File: config.mk
export PLATFORM = sky130hd
export DESIGN_NAME = via_arbiter
export DESIGN_NICKNAME = d
export VERILOG_FILES = /design/src/common/via_pkg.sv /design/src/rtl/via_prio.sv /design/src/rtl/via_arbiter.sv
export SDC_FILE = /design/constraint.sdc
export NUM_CORES = 1
export LEC_CHECK = 0
export BUFFER_PORTS_ARGS = -buffer_cell sky130_fd_sc_hd__buf_2
export CORE_AREA = 2 2 91 93
export DETAILED_ROUTE_END_ITERATION = 6
export DIE_AREA = 0 0 93 95
export PLACE_DENSITY = 0.78
export SYNTH_ARGS = -nofsm -noshare
export SYNTH_HDL_FRONTEND = slang
export SYNTH_SLANG_ARGS = --single-unit
export TNS_END_PERCENT = 30
File: constraint.sdc
create_clock -name mclk -period 2.4 [get_ports mclk]
set_clock_uncertainty 0.1 [all_clocks]
set_input_delay 0.12 -clock mclk [delete_from_list [all_inputs] [get_ports mclk]]
set_output_delay 0.12 -clock mclk [all_outputs]
set_load 0.01 [all_outputs]
File: src/common/via_pkg.sv
// constants, types and register map of the vectored interrupt arbiter
package via_pkg;

   // ****************************************
   // widths and timing
   // ****************************************
   localparam int PC_W = 15;
   localparam int ADDR_W = 8;
   localparam int DATA_W = 8;
   localparam int SLOT_N = 16;
   localparam int SLOT_W = 4;
   localparam int MCLK_PERIOD_NS = 40;
   localparam int ICYCLE_NS = 1000;
   localparam int CLKS_PER_ICYCLE = (ICYCLE_NS + MCLK_PERIOD_NS - 1) / MCLK_PERIOD_NS;
   localparam int ACK_ICYCLES = 7;
   localparam int ACK_CLKS = ACK_ICYCLES * CLKS_PER_ICYCLE;
   localparam int ACK_CNT_W = 8;

   // ****************************************
   // vector slots and addresses
   // ****************************************
   localparam logic [PC_W-1:0] ENTRY_ADDR = 15'h00FF;
   localparam logic [7:0] VEC_BASE = 8'hE0;
   localparam int SLOT_TRAP = 15;
   localparam int SLOT_DEFAULT = 0;
   // maskable slots, rank order 14 down to 1 (1 = port L wake up)
   localparam logic [SLOT_N-1:0] MASKABLE_SLOTS = 16'h7FFF & ~16'h0001;
   localparam logic [SLOT_N-1:0] SLOTS_RESET = 16'h0000;

   // ****************************************
   // register map
   // ****************************************
   localparam logic [ADDR_W-1:0] REG_EN_LO = 8'h00;
   localparam logic [ADDR_W-1:0] REG_EN_HI = 8'h01;
   localparam logic [ADDR_W-1:0] REG_PEND_LO = 8'h02;
   localparam logic [ADDR_W-1:0] REG_PEND_HI = 8'h03;
   localparam logic [ADDR_W-1:0] REG_STATUS = 8'h04;
   localparam int ST_GIE_BIT = 0;
   localparam int ST_NMI_ACT_BIT = 1;
   localparam int ST_BUSY_BIT = 2;
   localparam int ST_TRAP_PEND_BIT = 3;

   // ****************************************
   // types
   // ****************************************
   typedef enum logic [1:0] {
      VIA_IDLE = 2'b01,
      VIA_ACK = 2'b10
   } via_state_t;

   // instruction sequencer view of the current instruction
   typedef struct packed {
      logic instr_start;
      logic skip_next;
      logic vector_select_instruction;
      logic return_from_irq_instruction;
      logic clear_nmi_pending_instruction;
      logic [PC_W-1:0] next_pc;
      logic [PC_W-1:0] cur_pc;
      logic [PC_W-1:0] pop_pc;
   } via_cpu_op_t;

   // commands back to the sequencer
   typedef struct packed {
      logic push;
      logic [PC_W-1:0] push_addr;
      logic load;
      logic [PC_W-1:0] load_addr;
   } via_pc_cmd_t;

endpackage : via_pkg

File: src/rtl/via_prio.sv
// fixed priority picker over the vector slots
`timescale 1ns/10ps
`default_nettype none
module via_prio #(
   parameter int N = 16,
   parameter int W = 4
) (
   // candidates, bit index is the rank slot
   input wire logic [N-1:0] active,
   // winner
   output logic [W-1:0] win_slot,
   output logic any
);

   // ****************************************
   // highest index wins, zero when none
   // ****************************************
   always_comb begin
      win_slot = '0;
      for (int i = 1; i < N; i++) begin
         if (active[i]) begin
            win_slot = W'(i); // later, higher slot overrides
         end
      end
      any = |active[N-1:1];
   end

endmodule : via_prio
`default_nettype wire

File: src/rtl/via_arbiter.sv
// vectored interrupt arbiter: pending, enables, acknowledge sequence, vector select
//
// Local design decisions: the register offsets and the plain strobed port.
`timescale 1ns/10ps
`default_nettype none
module via_arbiter (
   // clock and reset
   input wire logic mclk,
   input wire logic reset_n,
   // register port
   input wire logic [via_pkg::ADDR_W-1:0] reg_addr,
   input wire logic [via_pkg::DATA_W-1:0] reg_wdata,
   input wire logic reg_wr,
   input wire logic reg_rd,
   output logic [via_pkg::DATA_W-1:0] reg_rdata,
   // interrupt sources, one pulse per event, bit index is slot
   input wire logic [via_pkg::SLOT_N-1:0] src_event,
   // instruction sequencer
   input wire via_pkg::via_cpu_op_t cpu_op,
   output via_pkg::via_pc_cmd_t pc_cmd,
   output logic irq_req,
   output logic ack_busy
);

   // ****************************************
   // state
   // ****************************************
   via_pkg::via_state_t state_q;
   logic [via_pkg::SLOT_N-1:0] en_q;
   logic [via_pkg::SLOT_N-1:0] pend_q;
   logic gie_q;
   logic nmi_act_q;
   logic [via_pkg::ACK_CNT_W-1:0] cnt_q;
   logic take_trap_q;
   // one-hot helper for single slot masks
   localparam logic [via_pkg::SLOT_N-1:0] SLOT_N_ONE = 16'h0001;

   // ****************************************
   // decode helpers
   // ****************************************
   // write strobe for one register address
   function automatic logic wr_hit(input logic wr, input logic [via_pkg::ADDR_W-1:0] a,
                                   input logic [via_pkg::ADDR_W-1:0] r);
      wr_hit = wr && (a == r);
   endfunction : wr_hit

   // merge a written byte into the 16 bit slot vector
   function automatic logic [via_pkg::SLOT_N-1:0] merge(input logic [via_pkg::SLOT_N-1:0] cur,
                                                        input logic lo, input logic hi,
                                                        input logic [via_pkg::DATA_W-1:0] d);
      logic [via_pkg::SLOT_N-1:0] v;
      v = cur;
      if (lo) begin
         v[7:0] = d;
      end
      if (hi) begin
         v[15:8] = d;
      end
      merge = v;
   endfunction : merge

   logic en_lo_wr, en_hi_wr, pd_lo_wr, pd_hi_wr, st_wr;
   assign en_lo_wr = wr_hit(reg_wr, reg_addr, via_pkg::REG_EN_LO);
   assign en_hi_wr = wr_hit(reg_wr, reg_addr, via_pkg::REG_EN_HI);
   assign pd_lo_wr = wr_hit(reg_wr, reg_addr, via_pkg::REG_PEND_LO);
   assign pd_hi_wr = wr_hit(reg_wr, reg_addr, via_pkg::REG_PEND_HI);
   assign st_wr = wr_hit(reg_wr, reg_addr, via_pkg::REG_STATUS);

   // ****************************************
   // request qualification
   // ****************************************
   logic [via_pkg::SLOT_N-1:0] active;
   logic [via_pkg::SLOT_N-1:0] vis_cand;
   logic mask_req, trap_req, take;
   logic [via_pkg::SLOT_W-1:0] win_slot;
   logic win_any;

   // active sources: enabled and pending, maskable slots only
   assign active = en_q & pend_q & via_pkg::MASKABLE_SLOTS;
   assign mask_req = gie_q && !nmi_act_q && (|active);
   assign trap_req = pend_q[via_pkg::SLOT_TRAP] && !nmi_act_q; // trap ignores masks
   assign irq_req = mask_req || trap_req;
   // taken only at a boundary of a normally executed instruction
   assign take = (state_q == via_pkg::VIA_IDLE) && cpu_op.instr_start
                 && !cpu_op.skip_next && irq_req;

   // vector select sees the trap plus active maskable sources
   always_comb begin
      vis_cand = active;
      vis_cand[via_pkg::SLOT_TRAP] = pend_q[via_pkg::SLOT_TRAP];
   end

   via_prio #(
      .N(via_pkg::SLOT_N),
      .W(via_pkg::SLOT_W)
   ) u_prio (
      .active(vis_cand),
      .win_slot(win_slot),
      .any(win_any)
   );

   // ****************************************
   // acknowledge sequencer
   // ****************************************
   logic ack_last;
   assign ack_last = (state_q == via_pkg::VIA_ACK)
                     && (cnt_q == via_pkg::ACK_CNT_W'(via_pkg::ACK_CLKS - 2));
   assign ack_busy = (state_q == via_pkg::VIA_ACK);

   // state and cycle count of the acknowledge sequence
   always_ff @(posedge mclk or negedge reset_n) begin
      if (!reset_n) begin
         state_q <= via_pkg::VIA_IDLE;
         cnt_q <= '0;
      end else begin
         case (state_q)
            via_pkg::VIA_IDLE: begin
               cnt_q <= '0;
               if (take) begin
                  state_q <= via_pkg::VIA_ACK;
               end
            end
            via_pkg::VIA_ACK: begin
               cnt_q <= cnt_q + 1'b1; // seven instruction cycles of clocks
               if (ack_last) begin
                  state_q <= via_pkg::VIA_IDLE;
               end
            end
            default: begin
               state_q <= via_pkg::VIA_IDLE;
               cnt_q <= '0;
            end
         endcase
      end
   end

   // remember whether the taken request was the trap
   always_ff @(posedge mclk or negedge reset_n) begin
      if (!reset_n) begin
         take_trap_q <= 1'b0;
      end else if (take) begin
         take_trap_q <= trap_req;
      end
   end

   // ****************************************
   // program counter commands
   // ****************************************
   always_ff @(posedge mclk or negedge reset_n) begin
      if (!reset_n) begin
         pc_cmd <= '0;
      end else begin
         pc_cmd.push <= take;
         if (take) begin
            pc_cmd.push_addr <= cpu_op.next_pc; // return address pushed first
         end
         pc_cmd.load <= ack_last || (ack_busy ? 1'b0 : (cpu_op.vector_select_instruction || cpu_op.return_from_irq_instruction));
         if (ack_last) begin
            pc_cmd.load_addr <= via_pkg::ENTRY_ADDR; // common entry
         end else if (!ack_busy && cpu_op.vector_select_instruction) begin
            // high byte kept, low byte from winning slot
            pc_cmd.load_addr <= {cpu_op.cur_pc[via_pkg::PC_W-1:8],
                                 via_pkg::VEC_BASE + {3'b000, win_slot, 1'b0}};
         end else if (!ack_busy && cpu_op.return_from_irq_instruction) begin
            pc_cmd.load_addr <= cpu_op.pop_pc; // popped return address
         end
      end
   end

   // ****************************************
   // global enable and trap service flag
   // ****************************************
   always_ff @(posedge mclk or negedge reset_n) begin
      if (!reset_n) begin
         gie_q <= 1'b0;
      end else if (take) begin
         gie_q <= 1'b0; // cleared at start of acknowledge
      end else if (!ack_busy && cpu_op.return_from_irq_instruction) begin
         gie_q <= 1'b1;
      end else if (st_wr) begin
         gie_q <= reg_wdata[via_pkg::ST_GIE_BIT]; // software may nest
      end
   end

   // trap service in progress blocks maskable sources
   always_ff @(posedge mclk or negedge reset_n) begin
      if (!reset_n) begin
         nmi_act_q <= 1'b0;
      end else if (take && trap_req) begin
         nmi_act_q <= 1'b1;
      end else if (!ack_busy && cpu_op.return_from_irq_instruction) begin
         nmi_act_q <= 1'b0;
      end
   end

   // ****************************************
   // enables and pending flags
   // ****************************************
   // enables, written by software, maskable slots only
   always_ff @(posedge mclk or negedge reset_n) begin
      if (!reset_n) begin
         en_q <= via_pkg::SLOTS_RESET;
      end else begin
         en_q <= merge(en_q, en_lo_wr, en_hi_wr, reg_wdata) & via_pkg::MASKABLE_SLOTS;
      end
   end

   // pending: software writes maskable bits, events set, set wins over clear
   always_ff @(posedge mclk or negedge reset_n) begin
      if (!reset_n) begin
         pend_q <= via_pkg::SLOTS_RESET;
      end else begin
         pend_q <= ((merge(pend_q, pd_lo_wr, pd_hi_wr, reg_wdata) & via_pkg::MASKABLE_SLOTS)
                   | (pend_q & ~via_pkg::MASKABLE_SLOTS & ~(SLOT_N_ONE << via_pkg::SLOT_DEFAULT))
                   & ~((cpu_op.clear_nmi_pending_instruction && !ack_busy) ? (SLOT_N_ONE << via_pkg::SLOT_TRAP) : '0))
                   | (src_event & ~(SLOT_N_ONE << via_pkg::SLOT_DEFAULT));
      end
   end

   // ****************************************
   // register read port
   // ****************************************
   always_ff @(posedge mclk or negedge reset_n) begin
      if (!reset_n) begin
         reg_rdata <= '0;
      end else if (reg_rd) begin
         case (reg_addr)
            via_pkg::REG_EN_LO: reg_rdata <= en_q[7:0];
            via_pkg::REG_EN_HI: reg_rdata <= en_q[15:8];
            via_pkg::REG_PEND_LO: reg_rdata <= pend_q[7:0];
            via_pkg::REG_PEND_HI: reg_rdata <= pend_q[15:8];
            via_pkg::REG_STATUS: begin
               reg_rdata <= '0;
               reg_rdata[via_pkg::ST_GIE_BIT] <= gie_q;
               reg_rdata[via_pkg::ST_NMI_ACT_BIT] <= nmi_act_q;
               reg_rdata[via_pkg::ST_BUSY_BIT] <= ack_busy;
               reg_rdata[via_pkg::ST_TRAP_PEND_BIT] <= pend_q[via_pkg::SLOT_TRAP];
            end
            default: reg_rdata <= '0;
         endcase
      end else begin
         reg_rdata <= '0;
      end
   end

   // ****************************************
   // checks
   // ****************************************
   // cycles since the last take, counted only while acknowledge is busy, read by checks only
   logic [via_pkg::ACK_CNT_W-1:0] since_take_q;
   always_ff @(posedge mclk or negedge reset_n) begin
      if (!reset_n) begin
         since_take_q <= '0;
      end else if (take) begin
         since_take_q <= 8'h01;
      end else if (ack_busy) begin
         since_take_q <= since_take_q + 1'b1;
      end
   end

   a_ack_gie_clear: assert property (@(posedge mclk) disable iff (!reset_n)
      take |=> !gie_q && ack_busy)
      else $error("global enable not cleared at acknowledge");

   a_ack_push_ret: assert property (@(posedge mclk) disable iff (!reset_n)
      take |=> pc_cmd.push && pc_cmd.push_addr == $past(cpu_op.next_pc) && !pc_cmd.load)
      else $error("return address not pushed at acknowledge");

   a_ack_entry_jump: assert property (@(posedge mclk) disable iff (!reset_n)
      ack_last |=> pc_cmd.load && pc_cmd.load_addr == via_pkg::ENTRY_ADDR && !ack_busy)
      else $error("acknowledge did not jump to entry");

   a_ack_length: assert property (@(posedge mclk) disable iff (!reset_n)
      ($fell(ack_busy)) |-> since_take_q == via_pkg::ACK_CNT_W'(via_pkg::ACK_CLKS) && pc_cmd.load)
      else $error("acknowledge length wrong");

   a_mask_gating: assert property (@(posedge mclk) disable iff (!reset_n)
      (take && !trap_req) |-> gie_q && !nmi_act_q && (|(en_q & pend_q)))
      else $error("maskable taken without qualification");

   a_take_boundary: assert property (@(posedge mclk) disable iff (!reset_n)
      (cpu_op.skip_next || !cpu_op.instr_start) |=> !pc_cmd.push)
      else $error("acknowledge off instruction boundary");

   a_vis_default: assert property (@(posedge mclk) disable iff (!reset_n)
      (cpu_op.vector_select_instruction && !ack_busy && !(|vis_cand)) |=> pc_cmd.load && pc_cmd.load_addr[7:0] == via_pkg::VEC_BASE)
      else $error("default vector not selected");

   a_vis_trap_top: assert property (@(posedge mclk) disable iff (!reset_n)
      (cpu_op.vector_select_instruction && !ack_busy && pend_q[15])
      |=> pc_cmd.load_addr == {$past(cpu_op.cur_pc[14:8]), 8'hFE})
      else $error("trap not top vector");

   a_return_from_irq_instruction_restore: assert property (@(posedge mclk) disable iff (!reset_n)
      (cpu_op.return_from_irq_instruction && !ack_busy && !take) |=> gie_q && pc_cmd.load
      && pc_cmd.load_addr == $past(cpu_op.pop_pc))
      else $error("return did not restore");

   a_event_sets: assert property (@(posedge mclk) disable iff (!reset_n)
      ##1 ((pend_q & $past(src_event) & 16'hFFFE) == ($past(src_event) & 16'hFFFE)))
      else $error("event lost from pending");

   a_pend_sticky: assert property (@(posedge mclk) disable iff (!reset_n)
      (pend_q[3] && !pd_lo_wr) |=> pend_q[3])
      else $error("pending flag dropped without clear");

   // ****************************************
   // checks on priority, masking and reset
   // ****************************************
   a_vis_rank_top: assert property (@(posedge mclk) disable iff (!reset_n)
      (cpu_op.vector_select_instruction && !ack_busy && win_any) |-> (vis_cand >> win_slot) == via_pkg::SLOT_N'(1))
      else $error("vector select missed the top active slot");

   a_clear_nmi_pending_instruction_clear: assert property (@(posedge mclk) disable iff (!reset_n)
      (cpu_op.clear_nmi_pending_instruction && !ack_busy && !src_event[via_pkg::SLOT_TRAP]) |=> !pend_q[via_pkg::SLOT_TRAP])
      else $error("trap pending not cleared");

   a_trap_pend_sticky: assert property (@(posedge mclk) disable iff (!reset_n)
      (pend_q[via_pkg::SLOT_TRAP] && !(cpu_op.clear_nmi_pending_instruction && !ack_busy)) |=> pend_q[via_pkg::SLOT_TRAP])
      else $error("trap pending dropped without clear");

   a_gie_nest_set: assert property (@(posedge mclk) disable iff (!reset_n)
      (st_wr && reg_wdata[via_pkg::ST_GIE_BIT] && !take) |=> gie_q)
      else $error("global enable write ignored");

   a_trap_service_flag: assert property (@(posedge mclk) disable iff (!reset_n)
      (ack_busy && take_trap_q) |-> nmi_act_q)
      else $error("trap service flag missing during acknowledge");

   a_return_from_irq_instruction_release: assert property (@(posedge mclk) disable iff (!reset_n)
      (cpu_op.return_from_irq_instruction && !ack_busy && !take) |=> !nmi_act_q)
      else $error("return left trap service flag set");

   a_reset_clear: assert property (@(posedge mclk)
      !reset_n |=> pend_q == via_pkg::SLOTS_RESET && en_q == via_pkg::SLOTS_RESET && !gie_q)
      else $error("reset left state set");

   a_en_maskable_only: assert property (@(posedge mclk) disable iff (!reset_n)
      !en_q[via_pkg::SLOT_TRAP] && !en_q[via_pkg::SLOT_DEFAULT])
      else $error("enable bit held on a non-maskable slot");

   a_skip_defers: assert property (@(posedge mclk) disable iff (!reset_n)
      (cpu_op.skip_next && !ack_busy) |=> !ack_busy)
      else $error("acknowledge started on a skipped instruction");

endmodule : via_arbiter
`default_nettype wire

### Word-level counts from Yosys, hierarchy flattened

Cells that the tools add are included.
W data, S select, Z words.

* register bits after elaboration: 82
* input port bits: 86
* output and inout bits: 42
* logic and storage cells: 89

* $add $sub $neg: 2
* eq/ne operators: 9
* mux-type cells: 33
* bitwise operators: 5
* reduce and logical (&&, ||, !) cells: 28

Operators by type and width (count)
* $mux W15: 3
* $pmux W8 S5: 1
* $mux W4: 8
* $mux W8: 3
* $and A16 B16 Y16: 1
* $eq A8 B2 Y1 const B: 2
* $logic_and A1 B1 Y1: 16
* $mux W16: 1
* $not A16 Y16: 1
* $or A15 B16 Y16: 1
* $or A16 B16 Y16: 1
* $and A15 B15 Y15: 1
* $reduce_or A14 Y1: 1
* $mux W3: 4
* $add A8 B1 Y8 const B: 1
* $eq A8 B1 Y1 const B: 1
* $eq A8 B3 Y1 const B: 1
* $eq A8 B8 Y1 const B: 1
* $logic_not A8 Y1: 1
* $mux W2: 4
* $add A6 B6 Y7 const A: 1
* $mux W1: 7
* $mux W7: 1
* $reduce_bool A3 Y1: 2
* 9 further kinds: 13

### Longest topological paths before layout

Gate-level depths: netlist of run 1.

* word-level depth: 19
* depth in mapped cells: 7
* mapped depth without buffers: 7

### By module

A second synthesis of run 1 with hierarchy kept.

* cell total of the unflattened synthesis: 353
* area, all modules: 3882.5 um2

By module, submodules not included
* via_arbiter: times used 1, cells an instance 324, area an instance 3722.3 um2, seq. area each 2028.2 um2
* via_prio: times used 1, cells an instance 29, area an instance 160.2 um2, seq. area each 0.0 um2

### Worst setup path after synthesis of run 1

No wires, ideal clock.

* path type: register -> register
* from: register pend_q[5] (netlist name)
* to: register pc_cmd[25] (netlist name)
* library setup time: 0.125 ns
* arrival: 1.671 ns
* data required time: 2.175 ns
* path slack: 0.504 ns
* cell stages (with the launch flop): 8
* path buffers: 2
* period minus slack after synthesis: 1.896 ns
* cell sequence: dfrtp_1 > a22o_2 > and3b_1 > a41o_1 > or2_1 > buf_6 > buf_12 > mux2_4

* longest elaborated chain between the ends: 5

RTL lines
* start: declaration: RTL line via_arbiter.sv:30 `logic [via_pkg::SLOT_N-1:0] pend_q;`
* start signal: assignment: RTL line via_arbiter.sv:211 `pend_q <= via_pkg::SLOTS_RESET;`
* start signal: assignment: RTL line via_arbiter.sv:213 `pend_q <= ((merge(pend_q, pd_lo_wr, pd_hi_wr, reg_wdata) & via_pkg::MASKABLE_SLOTS)`
* $and A15 B15 Y15: RTL line via_arbiter.sv:79 `assign active = en_q & pend_q & via_pkg::MASKABLE_SLOTS;`
* $reduce_or A14 Y1: RTL line via_arbiter.sv:80 `assign mask_req = gie_q && !nmi_act_q && (|active);`
* $logic_and A1 B1 Y1: RTL line via_arbiter.sv:80
* $logic_or A1 B1 Y1: RTL line via_arbiter.sv:82 `assign irq_req = mask_req || trap_req;`
* $logic_and A1 B1 Y1: RTL line via_arbiter.sv:85 `&& !cpu_op.skip_next && irq_req;`
* end: declaration: RTL line via_arbiter.sv:20 `output via_pkg::via_pc_cmd_t pc_cmd,`

Every way passes these cells.
A chain may end at the register's enable or synchronous reset.

### Final worst setup path of run 1

* from: register state_q[0]
* to: register pc_cmd[14] (netlist name)

* longest elaborated chain between the ends: 5
* elaborated cells on any way between the ends: 8
* those cells by class: eq/ne (1); mux (2); reduce/logical (5)

RTL lines
* start: declaration: RTL line via_arbiter.sv:28 `via_pkg::via_state_t state_q;`
* start signal: assignment: RTL line via_arbiter.sv:113 `state_q <= via_pkg::VIA_IDLE;`
* start signal: assignment: RTL line via_arbiter.sv:120 `state_q <= via_pkg::VIA_ACK;`
* start signal: assignment: RTL line via_arbiter.sv:126 `state_q <= via_pkg::VIA_IDLE;`
* $eq A2 B2 Y1 *: RTL line via_arbiter.sv:106, via_arbiter.sv:108
* $logic_not A1 Y1: RTL line via_arbiter.sv:160, via_arbiter.sv:164
* $logic_and A1 B1 Y1: RTL line via_arbiter.sv:160 `end else if (!ack_busy && cpu_op.vector_select_instruction) begin`
* $mux W15: RTL line via_arbiter.sv:160
* $mux W15: RTL line via_arbiter.sv:158 `if (ack_last) begin`

Mark *: on every way between the ends. The rest lies on a longest branch, timed or not.

==> results of run 1 <==
[timing repair]
action	in CTS	in global routing
gates resized for setup	0	1
hold buffers	69	0
endpoints found under the hold margin	137	0
setup buffers	0	0
setup endpoints to repair	0	7
[layout by cell type (no fill, tap or decap), drive strengths merged, types with 2 or more instances in the layout]
cell type	n
nor2	36
inv	6
a21oi	22
buf	124
mux4	6
and2	3
a211o	2
dlygate4sd3	69
or2	2
nand2b	5
clkinv	2
a22oi	6
nand2	41
a311oi	7
nand3	7
a32o	4
o21ai	3
mux2	30
a21boi	3
o211ai	2
clkinvlp	2
nor4b	3
ha	2
nor4	2
nor3	15
nand4	5
xor2	4
nor3b	4
nand3b	3
dfrtp	80
a22o	3
clkbuf	11
o31ai	2
[power by group through the flow]
stage	sequential [W]	clock, W	combinational [W]
after global routing	0.00139	0.00106	0.000295
after floorplan	0.00141	0	0.0000857
after CTS	0.00139	0.00101	0.000266
after detailed placement	0.00142	0	0.000200
final	0.00139	0.000983	0.000270
after global placement	0.00142	0	0.000196
[cell families after synthesis]
| group | synth area share |
|---|---|
| AND/OR/NAND/NOR | 0.175 |
| XOR/XNOR | 0.0114 |
| multiplexers | 0.139 |
| flip-flops | 0.527 |
| adder cells (fa/ha/maj) | 0.00651 |
| AO/OA/AOI/OAI | 0.111 |
| buffers and inverters | 0.0303 |
[area by class of cell]
| type | instances | area share |
|---|---|---|
| multi-input combinational | 237 | 0.314 |
| clock buffer | 11 | 0.0261 |
| antenna | 1 | 0.000461 |
| inverter | 6 | 0.00415 |
| clock inverter | 5 | 0.0101 |
| sequential | 81 | 0.374 |
| tap | 105 | 0.0242 |
| timing repair buffer | 193 | 0.247 |
[routing by layer]
| layer | up-vias | routed length (um) | GRT usage |
|---|---|---|---|
| met4 | 0 | 238 | 0.0968 |
| met3 | 24 | 804 | 0.0487 |
| met1 | 1666 | 4000 | 0.295 |
| met5 | - | 0 | 0 |
| li1 | 1604 | - | - |
| met2 | 156 | 5110 | 0.400 |
[worst max-delay path by stage]
stage	from	endpoint	slack (ps)
floorplan	pend_q[5]$_DFF_PN0_	pc_cmd[25]$_DFFE_PN0P_	500
global placement	pend_q[11]$_DFF_PN0_	pc_cmd[18]$_DFFE_PN0P_	370
detailed placement	reg_addr[3]	en_q[5]$_DFFE_PN0P_	270
CTS	state_q[0]$_DFFE_PN1P_	pc_cmd[8]$_DFFE_PN0P_	60
global route	state_q[0]$_DFFE_PN1P_	pc_cmd[14]$_DFFE_PN0P_	30
finish	state_q[0]$_DFFE_PN1P_	pc_cmd[14]$_DFFE_PN0P_	160
[metrics by stage]
stage / hold slack, ps / power (W) / utilization / cells / setup WS (ps)
detailed placement: 219 / 0.00162 / 0.572 / 553 / 275
finish: 32.9 / 0.00264 / 0.684 / 639 / 156
global placement: 215 / 0.00161 / 0.572 / 553 / 369
global route: 54.2 / 0.00275 / 0.684 / 638 / 31.1
CTS: 18.3 / 0.00267 / 0.684 / 638 / 58.8
floorplan: -276 / 0.00150 / - / 340 / 504
[flip-flops by register name, summed over array words and instances, names as in the netlist]
register	cells
cnt_q	8
en_q	14
gie_q	1
nmi_act_q	1
pc_cmd	32
pend_q	15
reg_rdata	8
state_q	2
[critical path, delay by kind of cell, from the launching register on]
kind                   cells  cell delay [ps]
buffers and inverters      1              590
AOI/OAI and AO/OA          1              300
DFF                        1              530
and+or+nand+nor            3              680
==> impl_metrics.toml, run 1 <==
[timing]
report.final.slew_viol_count = 0
rsz0062_at_grt = "no"
setup_tns_ps = 0
slew_headroom = 0.327
setup_viol = 0
hold_violations = 0
timing.fmax_ghz = 0.446
post-route-period-util = 0.935
tightest_slew_ps = 1010
fin_crit_ps = 2240

[die]
io_pins = 128
rows = 33
core_sq_mm = 0.00793
die-area_sq_mm = 0.00884
die_x_um = 93
die_h_um = 95
start_util = 0.485

[drt]
wl_per_cell_um = 15.9
drc = 0
ant_nets = 0
via_per_inst = 5.40
drt_iter0_markers = 249
dr.pass1.iters = 5
wl_um = 10200
vias = 3450

[synthesis]
async_flop_share = 1.00
synth.top_cell.area_share = 0.520
yosys.cell_count.top_type = "dfrtp_1"
synth.ff_latch_count = 81
yosys_most_used_dff = "dfrtp_1"
synthDistinctLibCells = 59
synth-edff-count = 0
synth_fp_nets = 428
yosys_warnings = 0
ys_top_cells_by_count = "80 x dfrtp_1, 41 x nand2_1, 36 x nor2_1"
synthesis.instances = 340
syn_avg_cell_area_sq_um = 11.3
yosysSeqAreaShare = 0.527
yosysTopAreaCell = "dfrtp_1"
synthTopCellsByArea = "dfrtp_1 52%, mux2_4 5.1%, mux2_2 5.0%, nand2_1 4.0%, nor2_1 3.5%"
syn_area_sq_mm = 0.00385

[placed_design]
gp_congestion = 0.931
dp_hpwl_um = 6510
dpl_cell_area_sq_mm = 0.00453
io_buffer_count = 118

[clocking]
cts_buffers = 9
cts_sinks = 81
htree_levels = 3
clk_pin_slew_ps = 80
cts_root_buffer = "clkbuf_8"
clock_path_buffers = 2
clk_latency_ps = 350
cts_tree = "yes"

[global_routing]
antenna_found_initial = 1
grt_usage = 0.235
grt_max_degree = 82
grt_pass1_wl_um = 16200
grt_pass1_vias = 3409
gr-total-overflow = 0

[worst_hold_path]
worstHoldStart = "reg_addr[2]"
hold_end = "reg_rdata[6]$_DFF_PN0_"
holdPathStages = 2
hold_class = "in2reg"

[power_and_ir_drop]
comb_power_share = 0.102
powerDensity_mw_per_mm2 = 487
seq_power_share = 0.526
internal_power_w = 0.00204
switchingPower_w = 0.000606
swShare = 0.229
power.leakage_nw = 2.62
power.clock.fraction = 0.372
ir_worst_vdd_uv = 274

[setup_path]
crit_required_ps = 2600
ff2ff_setup_slack_ps = 160
cpMaxStageDelayCell = "dlygate4sd3_1"
cp-end-kind = "register"
cpPeakStageDelay_ps = 590
crit_path_start_kind = "register"
r2r-end = "pc_cmd[14]$_DFFE_PN0P_"
setup.worst_path.class = "reg2reg"
crit_path_cell_trace = "nand2b_1, and2_2, nand2_1, a311oi_1, dlygate4sd3_1"
reg2reg_from = "state_q[0]$_DFFE_PN1P_"
cp.arrival_ps = 2440
r2r_cells = 5
cp_max_fo = 13

[finish]
nets = 616
fillers = 619
seq_area_sq_mm = 0.00203
drive_gt1_frac = 0.345
syn2layout_area_growth_pct = 41.1
final_area_sq_mm = 0.00543
multi_input_area_sq_mm = 0.00170

[flow_run]
drv_cap = 0

[status]
status = "finished, final reports clean"
(Power assumes the default switching activity.)
==> run 2: changes to the inputs <==
==> constraint.sdc (replaced) <==
create_clock -name mclk -period 2.4 [get_ports mclk]
set_clock_uncertainty 0.1 [all_clocks]
set_input_delay 0.48 -clock mclk [delete_from_list [all_inputs] [get_ports mclk]]
set_output_delay 0.48 -clock mclk [all_outputs]
set_load 0.01 [all_outputs]
==> impl_metrics.toml, run 2 (synthesized netlist as in run 1, its figures left out) <==
[status]
status = "finished, final reports clean"

[finish]
fillers = 681
syn2layout_area_growth_pct = 24.4
final_common_cell = "buf_2"
drive_gt1_frac = 0.408
multi_input_area_sq_mm = 0.00171
antennaDiodeCount = 0
top_register = "pc_cmd"
reg_top3 = "pc_cmd: 32 flops, pend_q: 15 flops, en_q: 14 flops"
seq_area_sq_mm = 0.00203
instances_no_fill = 573
nets = 551
final_cell_mix = "117 x buf_2, 80 x dfrtp_1, 41 x nand2_1"
largest_reg_flops = 32

[flow_run]
drv_cap = 0

[setup_path]
cp-end-kind = "primary output"
crit_path_cell_trace = "a22oi_2, and4_4, a41o_1, nor2_1, buf_2"
setup.worst_path.class = "reg2out"
cpPeakStageDelay_ps = 430
cp_max_fo = 5
cp.arrival_ps = 1710
crit_path_start_kind = "register"
ff2ff_setup_slack_ps = 350
cpMaxStageDelayCell = "dfrtp_1"
crit_required_ps = 1820
crit_buf_inv = 1
path_delay_family = "compound AO/OA/AOI/OAI gates"

[clocking]
cts_hold_buf = 0
cts_buffers = 9
clock_path_buffers = 2
htree_levels = 3
clk_latency_ps = 350
cts_tree = "yes"
clk_pin_slew_ps = 80
cts_sinks = 81
cts_root_buffer = "clkbuf_8"

[timing]
report.final.slew_viol_count = 0
tightest_slew_ps = 742
fin_crit_ps = 2290
rsz0062_at_grt = "no"
setup_tns_ps = 0
slew_headroom = 0.501
hold_violations = 0
timing.fmax_ghz = 0.437
post-route-period-util = 0.954
setup_viol = 0

[placed_design]
dp_hpwl_um = 6710
dpl.cell_count = 557
gp_congestion = 0.909
io_buffer_count = 118

[drt]
dr.pass1.iters = 4
vias = 3153
ant_nets = 0
via_per_inst = 5.50
drt_iter0_markers = 192
wl_per_cell_um = 15.7
wl_um = 9020
drc = 0

[global_routing]
grt_pass1_wl_um = 14700
grt_max_degree = 46
antenna_found_initial = 1
grt_usage = 0.213
grt_pass1_vias = 3047
gr-total-overflow = 0

[die]
die-area_sq_mm = 0.00884
rows = 33
core_sq_mm = 0.00793
die_x_um = 93
die_h_um = 95
io_pins = 128
start_util = 0.485

[power_and_ir_drop]
power.leakage_nw = 2.37
swShare = 0.229
internal_power_w = 0.00199
ir_worst_vdd_uv = 245
powerDensity_mw_per_mm2 = 538
comb_power_share = 0.082
power.clock.fraction = 0.377
seq_power_share = 0.540
switchingPower_w = 0.000589

[worst_hold_path]
hold_class = "in2async"
-- run 2: changes by cell type in the layout (fill, tap and decap cells not counted) --
cell / before / now
buf_12: 1 / 2
clkinv_2: 2 / 4
a22oi_1: 5 / 3
dlygate4sd3_1: 69 / 0
clkbuf_1: 1 / 0
and4_1: 1 / 0
and2_2: 2 / 1
buf_4: 6 / 9
clkinvlp_4: 2 / 1
and2_1: 1 / 2
and4_4: 0 / 1
diode_2: 1 / 0
a22oi_2: 1 / 3
-- run 2: cell type report --
| class | count | area share |
|---|---|---|
| tap | 105 | 0.0275 |
| inverter | 6 | 0.00471 |
| sequential | 81 | 0.424 |
| multi-input combinational | 237 | 0.358 |
| clock inverter | 6 | 0.0120 |
| timing repair buffer | 128 | 0.145 |
| clock buffer | 10 | 0.0288 |
-- run 2: worst paths after layout --
path                                            start                endpoint  depth (start not counted)
max in group asynchronous                     reset_n  reg_rdata[3]$_DFF_PN0_                          2
worst max-delay path             en_q[13]$_DFFE_PN0P_                 irq_req                          5
worst min-delay path                          reset_n   pc_cmd[8]$_DFFE_PN0P_                          1
worst min register to register  pc_cmd[4]$_DFFE_PN0P_   pc_cmd[4]$_DFFE_PN0P_                          1
worst max register to register   en_q[13]$_DFFE_PN0P_  pc_cmd[16]$_DFFE_PN0P_                          6
min in group mclk                       src_event[15]    pend_q[15]$_DFF_PN0_                          2
-- run 2: what timing repair did --
item / CTS / global route
setup buffers: 0 / 0
resized for setup: 0 / 3
setup endpoints to repair: 0 / 1
-- run 2: through the flow --
step | setup WS [ps] | instance area, sq um | utilization | power [W] | hold WS [ps]
after floorplan | 374 | 3850 | - | 0.00150 | 84.4
after global placement | 203 | 4580 | 0.577 | 0.00162 | 373
after detailed placement | 178 | 4580 | 0.577 | 0.00162 | 372
after CTS | 31.6 | 4770 | 0.602 | 0.00260 | 38.4
after global routing | 12.4 | 4780 | 0.604 | 0.00269 | 59.2
final | 109 | 4780 | 0.604 | 0.00257 | 20.9
-- run 2: power by group through the flow --
stage          combinational, W  sequential (W)  clock, W
2_1_floorplan         0.0000857         0.00141         0
3_3_place_gp           0.000200         0.00142         0
3_5_place_dp           0.000207         0.00142         0
4_1_cts                0.000209         0.00139  0.000998
5_1_grt                0.000234         0.00139   0.00106
6_report               0.000212         0.00139  0.000972
-- run 2: routing by layer --
metal,global-route usage,up-vias,share of wire
met4,0.0772,2,0.017
met5,0,-,0.0014
met3,0.0670,15,0.071
li1,-,1480,-
met1,0.272,1535,0.42
met2,0.344,121,0.49
